===== src/common/serr_mask_pkg.sv =====
package serr_mask_pkg;
  localparam int ADDR_W = 8;
  localparam int DATA_W = 32;
  localparam int EVT_W = 8;
  // Register offsets on the byte-addressed register port.
  localparam logic [7:0] DISABLE_OFFSET = 8'h64;
  localparam logic [7:0] CAUSE_OFFSET = 8'h68;
  localparam logic [7:0] IRQ_MASK_OFFSET = 8'h6C;
  // Reset values.
  localparam logic [7:0] DISABLE_RESET = 8'h00;
  localparam logic [7:0] CAUSE_RESET = 8'h00;
  localparam logic [7:0] IRQ_MASK_RESET = 8'h00;
  localparam logic [31:0] RDATA_RESET = 32'h00000000;
  // Only bits 1 to 6 carry events; bits 0 and 7 are reserved.
  localparam logic [7:0] EVENT_BITS = 8'h7E;
  // Field positions, shared by disable, cause and mask registers.
  localparam int RSVD_LO_BIT = 0;
  localparam int PW_PARITY_BIT = 1;
  localparam int PW_NODELIVER_BIT = 2;
  localparam int PW_TGT_ABORT_BIT = 3;
  localparam int PW_MST_ABORT_BIT = 4;
  localparam int DW_NODELIVER_BIT = 5;
  localparam int DR_NODATA_BIT = 6;
  localparam int RSVD_HI_BIT = 7;
endpackage


===== src/common/serr_gate_if.sv =====
`timescale 1ns/100ps
interface serr_gate_if #(parameter int W = 8);
  logic [W-1:0] event_level;
  logic [W-1:0] disable_bits;
  logic serr_enable;
  logic [W-1:0] report;
  logic serr_n;
  modport ctrl (
    output event_level,
    output disable_bits,
    output serr_enable,
    input report,
    input serr_n
  );
  modport gate (
    input event_level,
    input disable_bits,
    input serr_enable,
    output report,
    output serr_n
  );
endinterface // serr_gate_if


===== src/rtl/flag_bank.sv =====
`timescale 1ns/100ps
module flag_bank import serr_mask_pkg::*; #(
  parameter int W = EVT_W
) (
  // Clock and reset
  input wire logic clk_in,
  input wire logic rst_n_in,
  // Set and write-one-to-clear vectors
  input wire logic [W-1:0] set_in,
  input wire logic [W-1:0] clr_in,
  // Sticky flags
  output logic [W-1:0] flags_out
);
  typedef struct packed {
    logic [W-1:0] flags;
  } bank_state_t;

  bank_state_t s_q;
  bank_state_t s_d;

  // A set in the same cycle as its clear wins, so no event is lost.
  always_comb begin
    s_d = s_q;
    s_d.flags = (s_q.flags & ~clr_in) | set_in;
  end

  always_ff @(posedge clk_in or negedge rst_n_in) begin
    if (!rst_n_in) begin
      s_q.flags <= W'(CAUSE_RESET);
    end else begin
      s_q <= s_d;
    end
  end

  assign flags_out = s_q.flags;
endmodule // flag_bank


===== src/rtl/serr_gate.sv =====
`timescale 1ns/100ps
module serr_gate import serr_mask_pkg::*; #(
  parameter int W = EVT_W
) (
  // Clock and reset
  input wire logic clk_in,
  input wire logic rst_n_in,
  // Gating path
  serr_gate_if.gate gate_io
);
  typedef struct packed {
    logic serr_n;
  } gate_state_t;

  gate_state_t s_q;
  gate_state_t s_d;

  always_comb begin
    s_d = s_q;
    // A set disable bit removes its event whatever the enable says.
    gate_io.report = gate_io.event_level & ~gate_io.disable_bits & W'(EVENT_BITS)
                     & {W{gate_io.serr_enable}};
    s_d.serr_n = ~(|gate_io.report);
  end

  always_ff @(posedge clk_in or negedge rst_n_in) begin
    if (!rst_n_in) begin
      s_q.serr_n <= 1'b1;
    end else begin
      s_q <= s_d;
    end
  end

  assign gate_io.serr_n = s_q.serr_n;
endmodule // serr_gate


===== src/rtl/system_error_event_mask.sv =====
`timescale 1ns/100ps
module system_error_event_mask import serr_mask_pkg::*; (
  // Clock and reset
  input wire logic clk_in,
  input wire logic rst_n_in,
  // Register port
  input wire logic [ADDR_W-1:0] addr_in,
  input wire logic [DATA_W-1:0] wdata_in,
  input wire logic wr_in,
  input wire logic rd_in,
  output logic [DATA_W-1:0] rdata_out,
  // Error event conditions and command register enable
  input wire logic [EVT_W-1:0] event_in,
  input wire logic serr_enable_in,
  // System error and interrupt
  output logic serr_n_out,
  output logic irq_out
);
  typedef struct packed {
    logic [EVT_W-1:0] dis;
    logic [EVT_W-1:0] mask;
    logic [DATA_W-1:0] rdata;
    logic irq;
  } top_state_t;

  top_state_t s_q;
  top_state_t s_d;
  logic [EVT_W-1:0] cause_flags;
  logic [EVT_W-1:0] cause_clr;

  serr_gate_if #(.W(EVT_W)) gate_bus ();

  assign gate_bus.event_level = event_in;
  assign gate_bus.disable_bits = s_q.dis;
  assign gate_bus.serr_enable = serr_enable_in;

  serr_gate #(.W(EVT_W)) u_gate (
    .clk_in(clk_in),
    .rst_n_in(rst_n_in),
    .gate_io(gate_bus)
  );

  // Writing a one clears a cause flag; the reserved bits never hold one.
  assign cause_clr = (wr_in && addr_in == CAUSE_OFFSET) ? (wdata_in[EVT_W-1:0] & EVENT_BITS) : '0;

  flag_bank #(.W(EVT_W)) u_cause (
    .clk_in(clk_in),
    .rst_n_in(rst_n_in),
    .set_in(gate_bus.report),
    .clr_in(cause_clr),
    .flags_out(cause_flags)
  );

  always_comb begin
    s_d = s_q;
    s_d.rdata = RDATA_RESET;
    if (wr_in) begin
      case (addr_in)
        DISABLE_OFFSET: begin
          s_d.dis = wdata_in[EVT_W-1:0] & EVENT_BITS;
        end
        IRQ_MASK_OFFSET: begin
          s_d.mask = wdata_in[EVT_W-1:0] & EVENT_BITS;
        end
        default: begin
        end
      endcase
    end
    // Unmapped addresses read as zero so software can probe safely.
    if (rd_in) begin
      case (addr_in)
        DISABLE_OFFSET: s_d.rdata = {24'h000000, s_q.dis};
        CAUSE_OFFSET: s_d.rdata = {24'h000000, cause_flags};
        IRQ_MASK_OFFSET: s_d.rdata = {24'h000000, s_q.mask};
        default: s_d.rdata = RDATA_RESET;
      endcase
    end
    // The interrupt follows the flags one cycle later to keep the output registered.
    s_d.irq = |(cause_flags & s_q.mask);
  end

  always_ff @(posedge clk_in or negedge rst_n_in) begin
    if (!rst_n_in) begin
      s_q.dis <= DISABLE_RESET;
      s_q.mask <= IRQ_MASK_RESET;
      s_q.rdata <= RDATA_RESET;
      s_q.irq <= 1'b0;
    end else begin
      s_q <= s_d;
    end
  end

  assign rdata_out = s_q.rdata;
  assign irq_out = s_q.irq;
  assign serr_n_out = gate_bus.serr_n;

  // Helper terms read only by the checks below.
  logic [EVT_W-1:0] live_evt;
  logic live_any;
  assign live_evt = event_in & ~s_q.dis & EVENT_BITS;
  assign live_any = (|live_evt) && serr_enable_in;
endmodule // system_error_event_mask


===== config.mk =====
export PLATFORM = sky130hd
export DESIGN_NAME = system_error_event_mask
export DESIGN_NICKNAME = d
export VERILOG_FILES = /design/src/common/serr_mask_pkg.sv /design/src/common/serr_gate_if.sv /design/src/rtl/flag_bank.sv /design/src/rtl/serr_gate.sv /design/src/rtl/system_error_event_mask.sv
export SDC_FILE = /design/constraint.sdc
export NUM_CORES = 1
export LEC_CHECK = 0
export ABC_AREA = 0
export BUFFER_PORTS_ARGS = -buffer_cell sky130_fd_sc_hd__buf_2
export CAP_MARGIN = 0
export CELL_PAD_IN_SITES_DETAIL_PLACEMENT = 2
export CELL_PAD_IN_SITES_GLOBAL_PLACEMENT = 2
export CORE_UTILIZATION = 25
export CTS_BUF_LIST = sky130_fd_sc_hd__clkbuf_16
export CTS_CLUSTER_SIZE = 16
export DETAILED_ROUTE_END_ITERATION = 8
export PLACE_DENSITY_LB_ADDON = 0.1
export SKIP_LAST_GASP = 1
export SYNTH_ARGS = -nofsm -noshare
export SYNTH_HDL_FRONTEND = slang
export SYNTH_SLANG_ARGS = --single-unit
export TNS_END_PERCENT = 30

===== constraint.sdc =====
create_clock -name clk_in -period 1.05 [get_ports clk_in]
set_input_delay 0.1575 -clock clk_in [delete_from_list [all_inputs] [get_ports clk_in]]
set_output_delay 0.1575 -clock clk_in [all_outputs]
set_load 0.03 [all_outputs]

# Word level (Yosys, flattened, before mapping)
# Cells that the tools add are included.
# classes
n_eq_ne,3
muxes,3
bitwise,8
n_reduce_logical,5
# op_table
op,n
$eq 8x7->1 const B,3
$pmux 8 s3,1
$reduce_or 8->1,2
$and 7x8->8,1
$and 8x7->8,1
$and 8x8->8,1
$mux 8,1
$not 7->8,1
$or 8x8->8,1
$and 7x7->7,1
$mux 7,1
$not 7->7,1
$reduce_and 2->1,2
$logic_and 1x1->1,1
$not 1->1,1
# word_totals
reg_bits,54
input_bits,53
output_inout_bits,34
wordCells,25

# Logic depth before layout (Yosys ltp)
# depth
word_depth,6
mapped_depth,5
mapped_depth_nobuf,3

# Hierarchy
# Synthesis repeated with hierarchy kept, for this count alone.
# hier_totals
cells_unflattened,146
hier_area_um2,1607.8
# by_module_without_submodules
module,n_inst,cells_per_inst,area_each_um2,seq_area_each_um2
system_error_event_mask,1,108,1197.4,525.5
flag_bank,1,24,290.3,200.2
serr_gate,1,14,120.1,26.3

# Least setup slack after synthesis
# No wires, ideal clock.
# synth_path
path_kind,input to register
from,in addr_in[1]
to,reg s_q[34] (netlist bit)
setup_ns,0.125
arrival_time_ns,1.421
required_ns,0.925
slack_ns,-0.496
stages,5
n_path_buf,2
path_cell_list,or2_0 -> buf_4 -> or4_4 -> buf_6 -> mux2_4
# synth_via
elab_chain_cells,2
# synth_lines
item,line,source
"start, declared",system_error_event_mask.sv:7,"input wire logic [ADDR_W-1:0] addr_in,"
$eq 8x7->1,system_error_event_mask.sv:58,case (addr_in)
$reduce_and 2->1 (no line),n/a,
"end, declared",system_error_event_mask.sv:26,top_state_t s_q;
# Every way passes these cells.
# A chain may end at the register's enable or synchronous reset.

# Worst setup path in the final report
# layout_path
from,in addr_in[4]
to,reg s_q[35] (netlist bit)
# Same word-level chain as after synthesis.

==> results.sh <==
export IMPL_rows=27
export IMPL_syn_area_um2=1500
export IMPL_critPathBufInv=1
export IMPL_timing_hold_ws_ns=0.168
export IMPL_cts_buffers=3
export IMPL_final_common_cell="buf_2"
export IMPL_cp_top_family="simple AND/OR/NAND/NOR gates"
export IMPL_whs_path_depth=2
export IMPL_pre_cts_slack_ns=-0.573
export IMPL_switchingPower_uw=629
export IMPL_grt_pass1_wl_um=6080
export IMPL_finalHoldViolCount=0
export IMPL_synth_seq_cells=26
export IMPL_drtPass1Iterations=4
export IMPL_grt_max_degree=27
export IMPL_reg2reg_to="rdata_out[5]"
export IMPL_hold_path_class="in -> reg"
export IMPL_n_antenna_cell=0
export IMPL_viasPerCell=4.23
export IMPL_dp_hpwl_um=2960
export IMPL_wl_met1_um=1650
export IMPL_violations="setup timing"
export IMPL_syn_avg_cell_area_um2=10.9
export IMPL_num_vias=1061
export IMPL_p_clk_frac=0.357
export IMPL_antenna_found_initial=0
export IMPL_cts_buffer_depth=2
export IMPL_min_to="s_q[39]"
export IMPL_core_area_um2=5640
export IMPL_grtUsageTotal=0.129
export IMPL_ff2ff_setup_slack_ns=0.03
export IMPL_port_buffers=32
export IMPL_drt_iter0_markers=31
export IMPL_final_nets=233
export IMPL_synthCells=137
export IMPL_finalSetupViolations=25
export IMPL_synth_warnings=0
export IMPL_tns_ns=-3.49
export IMPL_critPathArrivalTime_ns=1.45
export IMPL_cp_cell_sequence="buf_6 > nand4bb_4 > or4_4 > mux2_4"
export IMPL_ys_flop_type="dfrtp_1"
export IMPL_synth_cell_types=26
export IMPL_power_frac_seq=0.453
export IMPL_placed_area_um2=1700
export IMPL_fin_worst_skew_ns=0.00653
export IMPL_reg2reg_from="gate_bus.disable_bits[5]"
export IMPL_ant_nets=0
export IMPL_hp_start="wdata_in[6]"
export IMPL_rsz0062_at_grt="true"
export IMPL_nFillCells=650
export IMPL_fin_crit_ns=1.30
export IMPL_die_y_um=79.4
export IMPL_fin_cells=251
export IMPL_max_stage_delay_ns=0.64
export IMPL_final_max_slew_viol_count=0
export IMPL_wl_met2_um=1840
export IMPL_p_leak_uw=0.000921
export IMPL_cts_htree_levels=1
export IMPL_cp_required_ns=1.20
export IMPL_die_width_um=79.4
export IMPL_p_int_uw=1710
export IMPL_switching_share=0.269
export IMPL_pwr_share_comb=0.190
export IMPL_cts_root_buf="clkbuf_16"
export IMPL_clk_pin_slew_ns=0.07
export IMPL_worst_path_max_delay_cell="or4_4"
export IMPL_worst_setup_path_type="in -> reg"
export IMPL_status="finished, violations left"
export IMPL_cts_sinks=26
export IMPL_start_kind="primary input"
export IMPL_endpoint_kind="flop"
export IMPL_peakVddDrop_mv=0.600
export IMPL_final_cell_mix="buf_2, conb_1, dfrtp_1, buf_4, nand2_1"
export IMPL_cts_tree="yes"
export IMPL_layout_drive_gt1_share=0.425
export IMPL_synth_edf_count=0
export IMPL_dieArea_um2=6310
export IMPL_final_area_um2=1830
export IMPL_ff2ff_path_depth=3
export IMPL_start_util=0.266
export IMPL_overflow=0
export IMPL_max_freq_mhz=766
export IMPL_route_detailed_drc=0
export IMPL_gp_congestion=0.705
export IMPL_clock_latency_ns=0.26
export IMPL_synthToLayoutAreaGrowth_pct=22.0
export IMPL_synthArstFlopShare=1.00
export IMPL_dr_max_layer_used="met4"
export IMPL_fin_ws_ns=-0.255
export IMPL_powerDensity_nw_per_um2=1280
export IMPL_dr_wl_met3_um=150
export IMPL_first_global_vias=1175
export IMPL_io_pins=87
export IMPL_yosysSeqAreaShare=0.435
export IMPL_dp_cells=245
export IMPL_routed_wl_um=3660
export IMPL_critPathMaxFanout=6
export IMPL_wl_per_cell_um=14.6
export IMPL_post_route_period_util=1.24
export IMPL_maxCapViolCount=0
## final cells by class
type,count,area [µm²],share of cell area
clock buffer,3,75.1,0.0411
clock inverter,1,3.75,0.00205
inverter,2,7.51,0.00411
multi-input combinational,96,669,0.366
sequential,26,652,0.357
tap,72,90.1,0.0493
timing repair buffer,51,330,0.181
## how the worst max path moves through the flow
stage / startpoint / end / slack (ns) / depth (start not counted)
after floorplan: addr_in[1] / s_q[34] / -0.50 / 5
after global placement: addr_in[4] / s_q[37] / -0.52 / 4
after detailed placement: addr_in[4] / s_q[36] / -0.57 / 4
after CTS: addr_in[7] / s_q[37] / -0.24 / 4
after global routing: addr_in[4] / s_q[35] / -0.28 / 4
final: addr_in[4] / s_q[35] / -0.25 / 4
## per-stage QoR
stage	utilization	power, µW
2_1_floorplan	-	1410
3_3_place_gp	0.301	1500
3_5_place_dp	0.301	1510
4_1_cts	0.322	2370
5_1_grt	0.324	2450
6_report	0.324	2340
## power groups by stage
stage	clock network, µW	registers, µW	logic [µW]
2_1_floorplan	0	1100	320
3_3_place_gp	0	1080	425
3_5_place_dp	0	1080	429
4_1_cts	870	1060	444
5_1_grt	902	1070	484
6_report	834	1060	444
## cells by family after synthesis
kind of cell / Yosys count / share of synthesized area
AO/OA/AOI/OAI: 15 / 0.0801
buffers and inverters: 40 / 0.194
flip-flops: 26 / 0.435
multiplexers: 18 / 0.150
other: 1 / 0.00250
AND/OR/NAND/NOR: 37 / 0.139
## cell usage after synthesis, drive strengths merged (2+ instances only)
cell type | number | area, µm²
buf | 36 | 275
dfrtp | 25 | 626
mux2 | 18 | 225
nand2 | 16 | 60.1
a22oi | 9 | 67.6
nand3b | 6 | 45.0
nor2 | 6 | 22.5
o41ai | 6 | 52.6
clkbuf | 2 | 7.51
## state kept, by name, indices dropped and copies added, names as in the netlist
register,count
irq_out,1
rdata_out,6
u_cause.flags_out,6
u_gate.gate_io.serr_n,1
gate_bus.disable_bits,6
s_q,6
## repair_timing
item	in CTS	in global routing
cloned	0	0
hold endpoints to repair	25	0
hold buffers	1	0
pin swaps	2	2
gates resized for setup	2	3
buffers inserted	1	0
endpoints found under the setup margin	21	25
## routing by layer
| metal | GRT usage | vias up |
|---|---|---|
| met2 | 0.224 | 40 |
| met5 | 0 | - |
| met4 | 0.0327 | 0 |
| met3 | 0.0251 | 2 |
| li1 | - | 503 |
| met1 | 0.161 | 516 |
(Power assumes the default switching activity.)
